===== config.mk =====
export PLATFORM = sky130hd
export DESIGN_NAME = ltc_regs
export DESIGN_NICKNAME = d
export VERILOG_FILES = /design/src/common/ltc_pkg.sv /design/src/design/ltc_fault_cnt.sv /design/src/design/ltc_regs.sv
export SDC_FILE = /design/constraint.sdc
export NUM_CORES = 1
export LEC_CHECK = 0
export ABC_AREA = 1
export BUFFER_PORTS_ARGS = -buffer_cell sky130_fd_sc_hd__buf_2
export CORE_MARGIN = 8
export CORE_UTILIZATION = 60
export DETAILED_ROUTE_END_ITERATION = 8
export HOLD_SLACK_MARGIN = 0.03
export PLACE_DENSITY_LB_ADDON = 0.1
export SETUP_SLACK_MARGIN = 0.4
export SYNTH_ARGS = -nofsm -noshare
export SYNTH_HDL_FRONTEND = slang
export SYNTH_SLANG_ARGS = --single-unit
export TNS_END_PERCENT = 100

===== constraint.sdc =====
create_clock -name CORE_CLK -period 7.4 [get_ports CORE_CLK]
set_input_delay 0.37 -clock CORE_CLK [delete_from_list [all_inputs] [get_ports CORE_CLK]]
set_output_delay 0.37 -clock CORE_CLK [all_outputs]
set_load 0.05 [all_outputs]

===== src/common/ltc_pkg.sv =====
// Constants, types and helpers shared by the light threshold configuration block.
// Assumes a register port driven by the two-wire serial front end on the same clock.
package ltc_pkg;

    // ==================================================================
    // Widths
    // ==================================================================
    localparam int WORD_W  = 16;               // Register word width
    localparam int ADDR_W  = 8;                // Register pointer width
    localparam int EXP_W   = 4;                // Exponent width
    localparam int MAN_W   = 12;               // Mantissa width
    localparam int LIN_W   = 27;               // Mantissa shifted by up to 15
    localparam int FCNT_W  = 4;                // Consecutive fault counter width

    // ==================================================================
    // Register offsets
    // ==================================================================
    localparam logic [7:0] OFS_RESULT    = 8'h00; // Result register, masked view
    localparam logic [7:0] OFS_CONFIG    = 8'h01; // Configuration subset
    localparam logic [7:0] OFS_LOW_LIMIT = 8'h02; // Lower threshold

    // ==================================================================
    // Field positions
    // ==================================================================
    localparam int EXP_MSB   = 15;             // Exponent field, upper nibble
    localparam int EXP_LSB   = 12;
    localparam int MAN_MSB   = 11;             // Mantissa field
    localparam int MAN_LSB   = 0;
    localparam int CFG_RANGE_MSB = 15;         // Range select in configuration
    localparam int CFG_RANGE_LSB = 12;
    localparam int CFG_LATCH_BIT = 4;          // Unused bit, reads as one
    localparam int CFG_MASK_BIT  = 2;          // Exponent mask enable
    localparam int CFG_FC_MSB    = 1;          // Fault count select
    localparam int CFG_FC_LSB    = 0;

    // ==================================================================
    // Codes and reset values
    // ==================================================================
    localparam logic [3:0]  RANGE_AUTO      = 4'hc;   // Automatic full-scale ranging
    localparam logic [3:0]  RANGE_RESET     = 4'hc;   // Range select after reset
    localparam logic [3:0]  MAX_EXP         = 4'hb;   // Largest meaningful exponent
    localparam logic [3:0]  ZERO_EXP        = 4'h0;   // Masked exponent value
    localparam logic [3:0]  LOW_EXP_RESET   = 4'h0;
    localparam logic [11:0] LOW_MAN_RESET   = 12'h000;
    localparam logic        MASK_RESET      = 1'b0;
    localparam logic [1:0]  FC_RESET        = 2'h0;
    localparam logic [1:0]  FC_ONE          = 2'h0;
    localparam logic [1:0]  FC_TWO          = 2'h1;
    localparam logic [1:0]  FC_FOUR         = 2'h2;
    localparam logic [3:0]  NEED_ONE        = 4'h1;
    localparam logic [3:0]  NEED_TWO        = 4'h2;
    localparam logic [3:0]  NEED_FOUR       = 4'h4;
    localparam logic [3:0]  NEED_EIGHT      = 4'h8;
    localparam logic [15:0] WORD_ZERO       = 16'h0000;

    // ==================================================================
    // State types
    // ==================================================================
    typedef struct packed {
        logic [3:0]  low_exp;                  // Low-limit exponent
        logic [11:0] low_man;                  // Low-limit mantissa
        logic        mask_en;                  // Exponent mask enable
        logic [1:0]  fc_sel;                   // Fault count select
        logic [3:0]  range_sel;                // Range select
        logic [15:0] rdata;                    // Read answer
        logic [15:0] result;                   // Presented result word
    } ltc_regs_st_t;

    typedef struct packed {
        logic [3:0] count;                     // Consecutive faults seen
        logic       ind;                       // Threshold indicator
    } ltc_fcnt_st_t;

    // ==================================================================
    // Helpers
    // ==================================================================
    // Faults needed before an indicator sets
    function automatic logic [3:0] ltc_faults_needed(input logic [1:0] sel);
        logic [3:0] n;
        n = NEED_EIGHT;
        case (sel)
            FC_ONE:  n = NEED_ONE;
            FC_TWO:  n = NEED_TWO;
            FC_FOUR: n = NEED_FOUR;
            default: n = NEED_EIGHT;
        endcase
        return n;
    endfunction

    // Exponent/mantissa to linear counts of 0.01 lux
    function automatic logic [26:0] ltc_linear(input logic [3:0] e, input logic [11:0] m);
        logic [3:0] ec;
        ec = (e > MAX_EXP) ? MAX_EXP : e;
        return 27'(m) << ec;
    endfunction

endpackage


===== src/design/ltc_fault_cnt.sv =====
// Consecutive fault counter driving one threshold indicator.
// Assumes conversion pulses and fault levels come from logic on the same clock.
`timescale 1ns/1ps
module ltc_fault_cnt (
    input  wire logic       clk,
    input  wire logic       rst_n,
    input  wire logic       clk_en,
    input  wire logic       conv_done,
    input  wire logic       fault,
    input  wire logic [1:0] fc_sel,
    output logic            ind
);
    import ltc_pkg::*;

    ltc_fcnt_st_t st_ff;                       // Registered state
    ltc_fcnt_st_t nxt_st;                      // Next state
    logic [3:0]   need;                        // Faults required now

    // ==================================================================
    // Next state
    // ==================================================================
    // Saturate at the need so a later change of select stays sane
    always_comb begin
        nxt_st = st_ff;
        need   = ltc_faults_needed(fc_sel);
        if (clk_en && conv_done) begin
            if (fault) begin                   // Out of limit: advance
                if (st_ff.count < need) begin
                    nxt_st.count = st_ff.count + 4'h1;
                end
                nxt_st.ind = ((st_ff.count + 4'h1) >= need);
            end else begin                     // In limit: streak broken
                nxt_st.count = 4'h0;
                nxt_st.ind   = 1'b0;
            end
        end
    end

    // State register, frozen while clock enable is low
    always_ff @(posedge clk or negedge rst_n) begin
        if (!rst_n) begin
            st_ff <= '0;
        end else begin
            st_ff <= nxt_st;
        end
    end

    assign ind = st_ff.ind;

    // ==================================================================
    // Checks
    // ==================================================================
    a_ind_cause: assert property (@(posedge clk) disable iff (!rst_n)
        $rose(st_ff.ind) |-> $past(clk_en && conv_done && fault))
        else $error("indicator rose without a fault");
    a_ind_clear: assert property (@(posedge clk) disable iff (!rst_n)
        (clk_en && conv_done && !fault) |=> (!st_ff.ind && st_ff.count == 4'h0))
        else $error("good conversion did not clear streak");
    a_two_faults: assert property (@(posedge clk) disable iff (!rst_n)
        (fc_sel == FC_TWO && st_ff.count == 4'h0 && clk_en && conv_done && fault) |=> !st_ff.ind)
        else $error("two-fault select set after one fault");
    a_one_fault: assert property (@(posedge clk) disable iff (!rst_n)
        (fc_sel == FC_ONE && clk_en && conv_done && fault) |=> st_ff.ind)
        else $error("one-fault select did not set");
    c_ind_set: cover property (@(posedge clk) disable iff (!rst_n) $rose(st_ff.ind));
endmodule


===== src/design/ltc_regs.sv =====
// Threshold configuration registers of an ambient light sensor.
// Assumes the serial front end issues single-cycle read and write strobes
// with a pointer, and the conversion engine pulses once per finished result.
//
// Notes on behaviour
// Mask on, manual range: result exponent zero
// Masking touches only the presented result
// Fault select sets consecutive faults before flags
// Codes 00/01/10 mean 1/2/4; resets 00
// Low-limit register, read/write, offset 02h
// Bits 15:12 exponent, read/write, reset zero
// Bits 11:0 mantissa, read/write, reset zero
// Threshold equals 0.01 times 2^exp times mantissa; exponents above 11 clamp to 11 here
// Under flag: below low limit, streak long
// Over flag: above high limit, streak long
// Range code 1100b automatic, lower manual
// Code 11 means eight; count per conversion
`timescale 1ns/1ps
module ltc_regs (
    input  wire logic                        CORE_CLK,
    input  wire logic                        RST_N,
    input  wire logic                        CLK_EN,
    input  wire logic [ltc_pkg::ADDR_W-1:0]  REG_ADDR,
    input  wire logic                        REG_WR,
    input  wire logic                        REG_RD,
    input  wire logic [ltc_pkg::WORD_W-1:0]  REG_WDATA,
    input  wire logic                        CONV_DONE,
    input  wire logic [ltc_pkg::EXP_W-1:0]   CONV_EXPONENT,
    input  wire logic [ltc_pkg::MAN_W-1:0]   CONV_MANTISSA,
    input  wire logic [ltc_pkg::WORD_W-1:0]  HIGH_LIMIT,
    output logic      [ltc_pkg::WORD_W-1:0]  REG_RDATA,
    output logic      [ltc_pkg::WORD_W-1:0]  RESULT_VIEW,
    output logic      [ltc_pkg::EXP_W-1:0]   RANGE_SELECT,
    output logic                             OVER_THRESHOLD_IND,
    output logic                             UNDER_THRESHOLD_IND
);
    import ltc_pkg::*;

    // ==================================================================
    // Declarations
    // ==================================================================
    ltc_regs_st_t st_ff;                       // Registered state
    ltc_regs_st_t nxt_st;                      // Next state
    logic [26:0]  conv_lin;                    // Unmasked result, linear
    logic [26:0]  low_lin;                     // Low limit, linear
    logic [26:0]  high_lin;                    // High limit, linear
    logic         under_fault;                 // Result below low limit
    logic         over_fault;                  // Result above high limit
    logic         manual_range;                // Range chosen by software
    logic [15:0]  cfg_word;                    // Configuration read image

    // ==================================================================
    // Threshold comparison
    // ==================================================================
    // Compare on raw conversion data so masking never shifts a threshold
    // Exponents clamp at eleven, so the linear value always fits 27 bits
    always_comb begin
        conv_lin    = ltc_linear(CONV_EXPONENT, CONV_MANTISSA);
        low_lin     = ltc_linear(st_ff.low_exp, st_ff.low_man);
        high_lin    = ltc_linear(HIGH_LIMIT[EXP_MSB:EXP_LSB], HIGH_LIMIT[MAN_MSB:MAN_LSB]);
        under_fault = (conv_lin < low_lin);
        over_fault  = (conv_lin > high_lin);
    end

    // ==================================================================
    // Register file
    // ==================================================================
    // Writes, reads and the presented result; all frozen without clock enable
    // Limitation: read and write of one pointer in one cycle return the old word
    always_comb begin
        nxt_st       = st_ff;
        manual_range = (st_ff.range_sel < RANGE_AUTO);
        cfg_word     = WORD_ZERO;
        cfg_word[CFG_RANGE_MSB:CFG_RANGE_LSB] = st_ff.range_sel;
        cfg_word[CFG_LATCH_BIT]               = 1'b1;                        // Unused bit reads one
        cfg_word[CFG_MASK_BIT]                = st_ff.mask_en;
        cfg_word[CFG_FC_MSB:CFG_FC_LSB]       = st_ff.fc_sel;
        if (CLK_EN) begin
            // Register writes
            if (REG_WR) begin
                case (REG_ADDR)
                    OFS_CONFIG: begin
                        nxt_st.range_sel = REG_WDATA[CFG_RANGE_MSB:CFG_RANGE_LSB];
                        nxt_st.mask_en   = REG_WDATA[CFG_MASK_BIT];
                        nxt_st.fc_sel    = REG_WDATA[CFG_FC_MSB:CFG_FC_LSB];
                    end
                    OFS_LOW_LIMIT: begin
                        nxt_st.low_exp = REG_WDATA[EXP_MSB:EXP_LSB];
                        nxt_st.low_man = REG_WDATA[MAN_MSB:MAN_LSB];
                    end
                    default: begin
                        // Result is read-only; other pointers ignored
                    end
                endcase
            end
            // Register reads, answer held until the next read
            if (REG_RD) begin
                case (REG_ADDR)
                    OFS_RESULT:    nxt_st.rdata = st_ff.result;
                    OFS_CONFIG:    nxt_st.rdata = cfg_word;
                    OFS_LOW_LIMIT: nxt_st.rdata = {st_ff.low_exp, st_ff.low_man};
                    default:       nxt_st.rdata = WORD_ZERO;
                endcase
            end
            // Presented result, exponent forced to zero when masking is on and range is manual
            if (CONV_DONE) begin
                if (st_ff.mask_en && manual_range) begin
                    nxt_st.result = {ZERO_EXP, CONV_MANTISSA};
                end else begin
                    nxt_st.result = {CONV_EXPONENT, CONV_MANTISSA};
                end
            end
        end
    end

    // State register
    // Reset branch loads constants only, so no logic can feed it
    always_ff @(posedge CORE_CLK or negedge RST_N) begin
        if (!RST_N) begin
            st_ff.low_exp   <= LOW_EXP_RESET;
            st_ff.low_man   <= LOW_MAN_RESET;
            st_ff.mask_en   <= MASK_RESET;
            st_ff.fc_sel    <= FC_RESET;
            st_ff.range_sel <= RANGE_RESET;
            st_ff.rdata     <= WORD_ZERO;
            st_ff.result    <= WORD_ZERO;
        end else begin
            st_ff <= nxt_st;
        end
    end

    assign REG_RDATA    = st_ff.rdata;
    assign RESULT_VIEW  = st_ff.result;
    assign RANGE_SELECT = st_ff.range_sel;

    // ==================================================================
    // Indicator streak counters
    // ==================================================================
    // Same counter for both sides; the fault term picks the limit
    ltc_fault_cnt u_over (
        .clk       (CORE_CLK),
        .rst_n     (RST_N),
        .clk_en    (CLK_EN),
        .conv_done (CONV_DONE),
        .fault     (over_fault),
        .fc_sel    (st_ff.fc_sel),
        .ind       (OVER_THRESHOLD_IND)
    );

    ltc_fault_cnt u_under (
        .clk       (CORE_CLK),
        .rst_n     (RST_N),
        .clk_en    (CLK_EN),
        .conv_done (CONV_DONE),
        .fault     (under_fault),
        .fc_sel    (st_ff.fc_sel),
        .ind       (UNDER_THRESHOLD_IND)
    );

    // ==================================================================
    // Checks
    // ==================================================================
    a_mask_zero_exp: assert property (@(posedge CORE_CLK) disable iff (!RST_N)
        (CLK_EN && CONV_DONE && st_ff.mask_en && st_ff.range_sel < RANGE_AUTO)
        |=> RESULT_VIEW[EXP_MSB:EXP_LSB] == ZERO_EXP)
        else $error("masked exponent not zero");
    a_auto_keeps_exp: assert property (@(posedge CORE_CLK) disable iff (!RST_N)
        (CLK_EN && CONV_DONE && st_ff.range_sel >= RANGE_AUTO)
        |=> RESULT_VIEW == {$past(CONV_EXPONENT), $past(CONV_MANTISSA)})
        else $error("auto range result altered");
    a_raw_compare: assert property (@(posedge CORE_CLK) disable iff (!RST_N)
        (CONV_DONE && CONV_EXPONENT >= st_ff.low_exp && CONV_MANTISSA >= st_ff.low_man)
        |-> !under_fault)
        else $error("low compare not on raw data");
    a_low_write: assert property (@(posedge CORE_CLK) disable iff (!RST_N)
        (CLK_EN && REG_WR && REG_ADDR == OFS_LOW_LIMIT)
        |=> {st_ff.low_exp, st_ff.low_man} == $past(REG_WDATA))
        else $error("low limit write lost");
    a_low_readback: assert property (@(posedge CORE_CLK) disable iff (!RST_N)
        (CLK_EN && REG_RD && !REG_WR && REG_ADDR == OFS_LOW_LIMIT)
        |=> REG_RDATA == {st_ff.low_exp, st_ff.low_man})
        else $error("low limit readback wrong");
    a_fc_write: assert property (@(posedge CORE_CLK) disable iff (!RST_N)
        (CLK_EN && REG_WR && REG_ADDR == OFS_CONFIG)
        |=> st_ff.fc_sel == $past(REG_WDATA[CFG_FC_MSB:CFG_FC_LSB]))
        else $error("fault select write lost");
    a_under_one: assert property (@(posedge CORE_CLK) disable iff (!RST_N)
        (CLK_EN && CONV_DONE && under_fault && st_ff.fc_sel == FC_ONE) |=> UNDER_THRESHOLD_IND)
        else $error("under indicator missed");
    a_eight_faults: assert property (@(posedge CORE_CLK) disable iff (!RST_N)
        (st_ff.fc_sel == 2'h3 && u_over.st_ff.count < 4'h7 && !OVER_THRESHOLD_IND && CLK_EN && CONV_DONE && over_fault
         && !REG_WR) |=> !OVER_THRESHOLD_IND)
        else $error("eight-fault select set too soon");
    a_freeze: assert property (@(posedge CORE_CLK) disable iff (!RST_N)
        !CLK_EN |=> $stable(st_ff))
        else $error("state moved with clock enable low");

    // ==================================================================
    // Register port, result and indicator checks
    // ==================================================================
    // Answer must stand between reads; the host may fetch it late
    a_rdata_holds: assert property (@(posedge CORE_CLK) disable iff (!RST_N)
        !(CLK_EN && REG_RD) |=> $stable(REG_RDATA))
        else $error("read answer moved without a read");
    a_range_write: assert property (@(posedge CORE_CLK) disable iff (!RST_N)
        (CLK_EN && REG_WR && REG_ADDR == OFS_CONFIG)
        |=> RANGE_SELECT == $past(REG_WDATA[CFG_RANGE_MSB:CFG_RANGE_LSB]))
        else $error("range select write lost");
    a_result_ro: assert property (@(posedge CORE_CLK) disable iff (!RST_N)
        (CLK_EN && REG_WR && REG_ADDR == OFS_RESULT && !CONV_DONE)
        |=> $stable(RESULT_VIEW))
        else $error("result word took a write");
    a_mask_keeps_man: assert property (@(posedge CORE_CLK) disable iff (!RST_N)
        (CLK_EN && CONV_DONE)
        |=> RESULT_VIEW[MAN_MSB:MAN_LSB] == $past(CONV_MANTISSA))
        else $error("mantissa altered by masking");
    a_under_clear: assert property (@(posedge CORE_CLK) disable iff (!RST_N)
        (CLK_EN && CONV_DONE && !under_fault) |=> !UNDER_THRESHOLD_IND)
        else $error("under indicator kept on in limit");
    // Coverage of the main scenarios
    c_masked: cover property (@(posedge CORE_CLK) disable iff (!RST_N)
        CLK_EN && CONV_DONE && st_ff.mask_en && st_ff.range_sel < RANGE_AUTO);
    c_over: cover property (@(posedge CORE_CLK) disable iff (!RST_N) $rose(OVER_THRESHOLD_IND));
    c_under: cover property (@(posedge CORE_CLK) disable iff (!RST_N) $rose(UNDER_THRESHOLD_IND));
endmodule


==> results of run 1 <==
[layout make-up]
type	count	area share, %
tap	136	2.43
clock inverter	7	1.81
inverter	134	7.19
sequential	65	23.3
multi-input combinational	703	56.2
timing repair buffer	101	7.30
clock buffer	9	1.77
[per-stage QoR]
stage                     setup WS (ps)  utilization (%)  instances
after floorplan                    4440                -        968
final                              3560             67.4       1155
after global routing               3120             67.4       1155
after global placement             3520             65.0       1139
after CTS                          3580             67.4       1155
after detailed placement           3430             65.0       1139
[cell usage after synthesis, types with 3 or more instances]
master,n
o21ai_1,8
o22ai_1,14
nor3_1,4
o21bai_1,3
ha_1,70
buf_4,36
clkinv_1,3
o21ai_0,124
a221oi_1,5
o21a_1,5
inv_2,3
buf_2,6
or2_2,7
nand3_2,6
clkbuf_1,21
nor2_2,3
inv_1,128
nand3_1,27
nand2_4,4
a21oi_1,38
dfrtp_1,63
nand4_1,15
nand2_2,8
o221ai_1,10
a31oi_1,4
nor2_1,38
nand2_1,268
[state kept, by name (all words and copies together) (netlist names)]
signal / flops
st_ff: 16
RESULT_VIEW: 16
cfg_word: 3
RANGE_SELECT: 4
u_over.st_ff: 4
u_under.st_ff: 4
u_over.ind: 1
u_under.ind: 1
REG_RDATA: 16
[how the worst max path moves through the flow]
stage	endpoint	depth (start not counted)	slack [ps]
2_1_floorplan	u_over.ind	20	4440
3_3_place_gp	u_over.ind	16	3520
3_5_place_dp	u_over.ind	16	3430
4_1_cts	u_under.st_ff[2]	19	3580
5_1_grt	u_under.st_ff[2]	19	3120
6_report	u_under.st_ff[1]	19	3560
[routing by layer]
metal  vias to the layer above  share of wire, %  global-route usage (%)
li1                       3203                 -                       -
met4                         0               1.8                    7.26
met1                      2806                45                    33.1
met3                        32               7.8                    3.83
met2                       211                45                    39.1
met5                         -                 0                       0
[power by group]
group	switching (W)	leakage (nW)	internal (W)
Combinational	0.000328	2.84	0.000176
Sequential	0.0000389	0.833	0.000387
Clock	0.000163	0.122	0.000228
Total	0.000530	3.79	0.000791
[kinds of logic (layout without fill, tap and decap cells)]
kind of cell | after synthesis | count (layout) | synth area share (%)
mux | 4 | 4 | 0.663
compound gates | 221 | 221 | 19.3
buf+inv | 200 | 251 | 14.2
flops | 65 | 65 | 25.4
xor+xnor | 4 | 4 | 0.546
simple gates | 388 | 388 | 26.2
other cells | 2 | 16 | 0.117
fa+ha+maj | 70 | 70 | 13.7
==> key figures, run 1 <==
Yosys
  • Async set-reset flop share out of synthesis: 100%
  • Top cell type's share of synthesized area: 24.6%
  • Top cells by area, synth: dfrtp_1 25%, nand2_1 16%, ha_1 14%
  • Synth unique cells: 47
  • Seq cells post-synth: 65
  • Synthesis Warnings: 0
  • Top_reg_cell synth: dfrtp_1
  • Mapped Area: 6410 sq um
  • Syn avg cell area: 6.72 sq um
  • Synth Instances: 954
  • Number of flops mapped to enable cells by yosys: 0
  • Post-synth top area cell: dfrtp_1
  • Seq/Total Area, Yosys: 25.4%

Die
  • Starting Density: 61.8%
  • Core footprint: 10400 sq um
  • I/O pin total: 100
  • Die width: 119 um
  • Die Span Y: 119 um
  • Die Area: 14300 sq um
  • Row count: 37

Global routing
  • Antenna violations before repair: 0
  • Pin count of the biggest net entering global routing: 66
  • First-pass GRT wire length: 28900 um
  • GRT Util Overall: 24.4%
  • Number of global-route vias before repair: 5871
  • Total gr overflow: 0

Critical path
  • Cell family with most CP delay: simple AND/OR/NAND/NOR gates
  • RR Endpoint: u_under.st_ff[1]
  • Max incr delay on CP: 760 ps
  • Arrival time worst endpoint: 4090 ps
  • Reg2Reg Depth: 19
  • Worst-path cell chain: nand2_2, nand2_2, nand2_1, o21ai_0, inv_1, o21ai_0, nand2_1, o21ai_0, nand2_1, ha_1, nand2_1, nor3_1, inv_1, nor4_1, nand2_1, nand3_2, nand2_2, nand2_1, nand2_1
  • Reg-to-reg startpoint: st_ff[54]
  • Data required time of the worst path: 7640 ps
  • CP endpoint kind: flip-flop
  • CP startpoint kind: flip-flop
  • CP bufs+invs: 2
  • Setup crit start: st_ff[54]
  • CP Max Fanout: 21
  • Crit path max-delay cell type: dfrtp_1
  • Setup CP Type: reg -> reg
  • Crit path top cell by count: nand2_1
  • FF-to-FF setup slack: 3560 ps

Final layout
  • Most common cell after layout, fill and taps aside: nand2_1
  • Sequential Area: 1630 sq um
  • Multi-input logic area: 3930 sq um
  • Final Cell Area: 6990 sq um
  • Layout cell share with drive strength beyond 1: 15.3%
  • Area delta synth->final: 9.01%
  • # diodes: 0
  • Fill cell count: 978
  • Final nets: 1146
  • Most frequent cells in the layout: 268 x nand2_1, 128 x inv_1, 124 x o21ai_0

Timing
  • Pins Over Slew Limit: 0
  • Worst hold slack: 179 ps
  • RSZ-0062 raised after global routing: no
  • Least-Margin Pin Slew: 1060 ps
  • F_max: 260 MHz
  • Setup TNS: 0 ps
  • Max transition margin: 28.8%
  • Final period util: 51.9%
  • Final setup fails: 0
  • Fin. Hold Viols: 0
  • Final min period: 3840 ps
  • Final Skew: 9.40 ps

Detailed routing
  • Wire per inst: 15.0 um
  • Vias: 6252
  • Starting DRT DRC Count: 544
  • Drt pass-1 iters: 6
  • DRC: 0
  • WL final: 17300 um
  • Antenna-violating nets left: 0
  • Vias/cell: 5.41

Power
  • Leak pwr: 3.79 nW
  • Pwr dens: 189 nW/um^2
  • Peak supply drop: 152 uV
  • Total Power: 0.00132 W

Place
  • Post-DP Area: 6740 sq um
  • PortBufs: 99
  • Final HPWL DP: 14000 um
  • Final Wtd Congestion: 0.947

Clock tree
  • Num CTS Buffers: 9
  • Hold-fix buffers, CTS: 0
  • CTS root buf: clkbuf_8
  • CTS tree: yes
  • Post-CTS Setup Bufs: 0
  • H-tree Lvls: 3
  • Clock sinks: 65
  • CTS resizes: 0
  • Clock Tree Buf Depth: 2
  • Clk Latency, worst-skew pair: 350 ps
  • CTS clk-pin slew, worst paths: 80 ps

Hold path
  • Worst hold path type: in -> async

Job
  • Max-cap violations: 0

Outcome
  • Status: finished, final reports clean
(Power assumes the default switching activity.)
==> run 2, diff against run 1 <==
CORE_UTILIZATION = 59   (was 60)
clock period = 3.8 ns   (was 7.4 ns; I/O delays follow)
==> run 2 against run 1 <==
Design area is 0.68% higher. Total power is 85% higher. Die area is 1.5% higher. Register-to-register slack worse by 2900 ps. Cell count is 0.95% higher. Count of clock-buffer cells in the layout stayed put.
==> key figures, run 2 (synthesized netlist as in run 1, its figures left out) <==
Timing
  • Max transition margin: 28.2% (-0.61 points)
  • Final setup fails: 0 (unchanged)
  • Final period util: 82.9% (+31 points)
  • Final Skew: 23.3 ps (+13.9 ps)
  • Least-Margin Pin Slew: 1070 ps (+9.16 ps)
  • F_max: 317 MHz (+22%)
  • Final min period: 3150 ps (-694 ps)
  • Setup TNS: 0 ps (unchanged)
  • Pins Over Slew Limit: 0 (unchanged)
  • RSZ-0062 raised after global routing: no
  • Fin. Hold Viols: 0 (unchanged)

Die
  • Starting Density: 59.7% (-2.2 points)
  • Die Span Y: 120 um (+0.73%)
  • I/O pin total: 100 (unchanged)
  • Core footprint: 10700 sq um (+3.6%)
  • Die Area: 14500 sq um (+1.5%)
  • Row count: 38 (+2.7%)
  • Die width: 120 um (+0.73%)

Place
  • Final HPWL DP: 13900 um (-0.37%)
  • Post-DP Area: 6780 sq um (+0.63%)
  • Final Wtd Congestion: 0.910 (-3.9%)
  • PortBufs: 99 (unchanged)

Clock tree
  • Num CTS Buffers: 9 (unchanged)
  • H-tree Lvls: 3 (unchanged)
  • CTS clk-pin slew, worst paths: 90 ps (about the same)
  • CTS root buf: clkbuf_8
  • CTS tree: yes
  • Clock Tree Buf Depth: 2 (unchanged)
  • Clk Latency, worst-skew pair: 360 ps (about the same)
  • Clock sinks: 65 (unchanged)

Critical path
  • Arrival time worst endpoint: 3440 ps (-650 ps)
  • CP startpoint kind: flip-flop
  • FF-to-FF setup slack: 650 ps (-2910 ps)
  • CP endpoint kind: flip-flop
  • CP Max Fanout: 21 (unchanged)
  • Data required time of the worst path: 4090 ps (-3550 ps)
  • Setup CP Type: reg -> reg
  • Crit path max-delay cell type: dfrtp_1
  • Max incr delay on CP: 420 ps (-340 ps)
  • Worst-path cell chain: nand2_2, nand2_4, o21ai_0, inv_1, o21ai_0, inv_1, o21ai_0, nand2_1, ha_1, a21oi_1, o21a_1, o221ai_1, nor2_1, inv_1, a21oi_4, nand4_1, nand2_1

Final layout
  • Area delta synth->final: 9.75%
  • Final Cell Area: 7040 sq um (+0.68%)
  • Most common cell after layout, fill and taps aside: nand2_1
  • Final nets: 1153 (+0.61%)
  • Most frequent cells in the layout: 268 x nand2_1, 128 x inv_1, 119 x o21ai_0
  • # diodes: 0 (unchanged)
  • Layout cell share with drive strength beyond 1: 16.2% (+0.87 points)

Detailed routing
  • DRC: 0 (unchanged)
  • Vias/cell: 5.33 (-1.5%)
  • WL final: 17000 um (-1.8%)
  • Vias: 6217 (-0.56%)
  • Drt pass-1 iters: 5 (-1)
  • Starting DRT DRC Count: 614 (+13%)
  • Wire per inst: 14.6 um (-2.7%)
  • Antenna-violating nets left: 0 (unchanged)

Hold path
  • Worst hold path type: in -> reg

Job
  • Max-cap violations: 0 (unchanged)

Power
  • Leak pwr: 3.81 nW (+0.50%)
  • Peak supply drop: 278 uV (+83%)
  • Total Power: 0.00244 W (+85%)
  • Pwr dens: 347 nW/um^2 (+84%)

Global routing
  • GRT Util Overall: 23.4% (-0.97 points)
  • Pin count of the biggest net entering global routing: 35 (-47%)
  • Total gr overflow: 0 (unchanged)
  • Number of global-route vias before repair: 5705 (-2.8%)
  • Antenna violations before repair: 0 (unchanged)
  • First-pass GRT wire length: 27700 um (-4.0%)

Outcome
  • Status: finished, final reports clean
## run 2: changes by cell type in the layout (fill, tap and decap cells not counted), moves of 2 or more
cell       previous run  this run
o21ai_0             124       119
buf_4                 2         8
inv_6                 1         3
bufinv_16             3         1
o21ai_1               8        12
## run 2: critical path: cells and delay by family (launching register included)
family / cells / cell delay, ps
DFF: 1 / 420
buffers and inverters: 3 / 260
AOI/OAI and AO/OA: 7 / 1240
and+or+nand+nor: 6 / 840
adders and majority gates: 1 / 310
## run 2: path summary, 6_finish.rpt
| path | to | start | depth (start not counted) |
|---|---|---|---|
| max | u_under.st_ff[3] | st_ff[53] | 17 |
| min | st_ff[44] | REG_WDATA[5] | 2 |
| max reg2reg | u_under.st_ff[3] | st_ff[53] | 17 |
| min reg2reg | u_under.ind | u_under.ind | 2 |
| max in group asynchronous | RANGE_SELECT[2] | RST_N | 3 |
| min in group asynchronous | u_under.st_ff[4] | RST_N | 2 |
## run 2: layout make-up
| cell class | count | area, sq um |
|---|---|---|
| Fill cell | 1035 | 3710 |
| Tap cell | 140 | 175 |
| Inverter | 134 | 507 |
| Timing Repair Buffer | 108 | 566 |
| Sequential cell | 65 | 1630 |
| Clock buffer | 9 | 124 |
| Clock inverter | 7 | 83.8 |
| Multi-Input combinational cell | 703 | 3960 |
## run 2: per-stage QoR
step                      setup WS [ps]  utilization (%)  instances  hold WS [ps]
after floorplan                     960                -        968          -106
after global placement              124             63.1       1148           294
after detailed placement           68.9             63.1       1148           294
after CTS                           428             65.2       1165          51.4
after global routing                396             65.5       1166          54.5
final                               650             65.5       1166          58.3
## run 2: timing repair
action                                 in CTS  in global routing
hold buffers                                1                  0
gates resized for setup                     0                 12
endpoints found under the hold margin      32                  0
setup endpoints to repair                   0                 10
buffers inserted                            0                  1
## run 2: where the power goes
part           leakage [nW]  switching (W)  internal (W)  total (W)
clock                 0.103       0.000312      0.000315   0.000628
combinational          2.88       0.000641      0.000348   0.000989
sequential            0.833      0.0000732      0.000754   0.000828
## run 2: layer usage
layer  GRT usage (%)  vias to the layer above  wire [um]
li1                -                     3229          -
met1            31.2                     2784       7850
met2            38.5                      179       7900
met3            4.76                       25       1060
met4            4.92                        0        224
met5               0                        -          0
==> run 3, diff against run 2 <==
CORE_UTILIZATION = 53   (was 59)
clock period = 2.6 ns   (was 3.8 ns; I/O delays follow)
==> run 3 against run 2 <==
Total power grew 78%. The flow now finishes with violations (setup timing). Largest power group unchanged. Die area is 9.8% higher. Sequential share of layout area decreased by 4.5 points. Count of clock-buffer cells in the layout is the same. Cell count is 13% higher. Hold slack worse by 21 ps. Clock power is 110% higher.
==> key figures, run 3 (synthesized netlist as in run 1, its figures left out) <==
Die
  • I/O pin total: 100 (unchanged)
  • Die width: 126 um (+4.8%)
  • Starting Density: 53.8% (-5.8 points)
  • Row count: 40 (+5.3%)
  • Core footprint: 11900 sq um (+11%)
  • Die Area: 15900 sq um (+9.8%)
  • Die Span Y: 126 um (+4.8%)

Clock tree
  • CTS tree: yes
  • CTS clk-pin slew, worst paths: 60 ps (-30 ps)
  • Clk Latency, worst-skew pair: 340 ps (-20 ps)
  • CTS root buf: clkbuf_16
  • H-tree Lvls: 3 (unchanged)
  • Clock Tree Buf Depth: 2 (unchanged)
  • Num CTS Buffers: 9 (unchanged)
  • Clock sinks: 65 (unchanged)

Timing
  • Max transition margin: 47.4% (+19 points)
  • Setup TNS: -1500 ps (-1500 ps)
  • Fin. Hold Viols: 0 (unchanged)
  • Final min period: 2910 ps (-241 ps)
  • Pins Over Slew Limit: 0 (unchanged)
  • Final setup fails: 5 (+5)
  • Worst hold slack: 37.6 ps (-20.8 ps)
  • Final period util: 112% (+29 points)
  • RSZ-0062 raised after global routing: yes
  • Least-Margin Pin Slew: 789 ps (-283 ps)
  • Setup ws final: -309 ps (-959 ps)
  • F_max: 344 MHz (+8.3%)
  • Final Skew: 7.36 ps (-15.9 ps)

Final layout
  • Most common cell after layout, fill and taps aside: nand2_1
  • Util after Layout: 73.4% (+7.8 points)
  • Final nets: 1296 (+12%)
  • Area delta synth->final: 36.2%
  • Layout cell share with drive strength beyond 1: 33.3% (+17 points)
  • Most frequent cells in the layout: 258 x nand2_1, 139 x buf_4, 116 x inv_1

Global routing
  • Pin count of the biggest net entering global routing: 34 (-2.9%)
  • GRT Util Overall: 24.7% (+1.3 points)
  • Total gr overflow: 0 (unchanged)
  • Antenna violations before repair: 1 (+1)
  • Number of global-route vias before repair: 6755 (+18%)
  • First-pass GRT wire length: 32200 um (+16%)

Critical path
  • CP Max Fanout: 6 (-71%)
  • Reg2Reg Depth: 19 (+2)
  • Arrival time worst endpoint: 3140 ps (-300 ps)
  • RR Endpoint: u_under.st_ff[3]
  • FF-to-FF setup slack: -310 ps (-960 ps)
  • Crit path to: u_under.st_ff[3]
  • CP endpoint kind: flip-flop
  • CP startpoint kind: flip-flop
  • Setup crit start: st_ff[54]
  • Data required time of the worst path: 2830 ps (-1260 ps)
  • Setup CP Type: reg -> reg
  • Reg-to-reg startpoint: st_ff[54]

Detailed routing
  • Starting DRT DRC Count: 405 (-34%)
  • Antenna-violating nets left: 0 (unchanged)
  • Vias: 6905 (+11%)
  • Vias/cell: 5.25 (-1.6%)
  • WL final: 19700 um (+16%)
  • Wire per inst: 15.0 um (+2.6%)
  • DRC: 0 (unchanged)
  • Drt pass-1 iters: 5 (unchanged)

Power
  • Internal: 0.00269 W (+90%)
  • Clock share of power: 30.1% (+4.4 points)
  • Comb pwr share: 42.0% (+1.5 points)
  • Sequential Power Share: 27.9% (-6.0 points)
  • Pwr dens: 499 nW/um^2 (+44%)
  • Leak pwr: 4.69 nW (+23%)
  • Sw Pwr: 0.00167 W (+62%)
  • Sw frac: 38.3% (-3.7 points)
  • Peak supply drop: 435 uV (+56%)

Job
  • Max-cap violations: 0 (unchanged)

Outcome
  • Failing checks: setup timing
  • Status: finished with violations

Place
  • Final HPWL DP: 15400 um (+11%)
  • Final Wtd Congestion: 0.965 (+6.0%)
  • PortBufs: 99 (unchanged)

Hold path
  • Worst hold path type: in -> reg
-- run 3: area by class of cell --
class                      instances  area (sq um)
multi-input combinational        704          4400
antenna                            1          2.50
timing repair buffer             249          1690
tap                              147           184
sequential                        65          1630
timing repair inverter             1          6.26
clock inverter                     6          93.8
inverter                         134           512
clock buffer                       9           225
fill                             986          3170
-- run 3: worst min path at each step --
stage	startpoint	end	cells past startpoint
final	CONV_MANTISSA[0]	RESULT_VIEW[0]	3
after CTS	REG_WDATA[7]	st_ff[46]	3
after global routing	REG_WDATA[3]	st_ff[42]	2
after global placement	RST_N	u_over.ind	1
after detailed placement	RST_N	RESULT_VIEW[0]	1
after floorplan	RST_N	RANGE_SELECT[0]	0
-- run 3: metrics by stage --
step | setup slack (ps) | instance area [sq um] | std cells | power, W
2_1_floorplan | -54.1 | 6550 | 968 | 0.00233
4_1_cts | -148 | 8510 | 1307 | 0.00429
5_1_grt | -456 | 8740 | 1316 | 0.00462
6_report | -309 | 8740 | 1316 | 0.00436
3_5_place_dp | -455 | 7820 | 1280 | 0.00287
3_3_place_gp | -417 | 7820 | 1280 | 0.00283
-- run 3: critical path, stage by stage (launching register included) --
cell     delay (ps)
dfrtp_1         420
nand2_4         130
nand2_4          80
buf_12          140
buf_4           160
o21ai_2         120
nand2_1          60
o21ai_1         120
nand2_1          80
o21ai_0         100
inv_1            70
ha_1            290
nand4_1         180
or2_4           290
a31oi_4         200
nor2_4           60
nand3_2          90
nand2_4          70
nand2_1          90
nand2_1          50
-- run 3: layer usage --
layer | vias to the layer above | share of wire [%] | GRT usage [%]
met5 | - | 0 | 0
met4 | 0 | 3.1 | 10.5
met3 | 43 | 5.0 | 4.60
met2 | 191 | 48 | 41.7
met1 | 3145 | 44 | 30.2
li1 | 3526 | - | -
-- run 3: power groups by stage --
stage	Sequential [W]	Combinational [W]	Clock, W
finish	0.00122	0.00183	0.00131
detailed placement	0.00123	0.00164	0
global route	0.00123	0.00203	0.00136
floorplan	0.00124	0.00109	0
CTS	0.00121	0.00175	0.00133
global placement	0.00123	0.00160	0
-- run 3: timing repair --
action	in CTS	in global routing
setup buffers	7	8
pin swaps	26	27
hold buffers	3	0
resized for setup	85	47
gates cloned	2	0
setup endpoints to repair	10	10
endpoints found under the hold margin	31	0
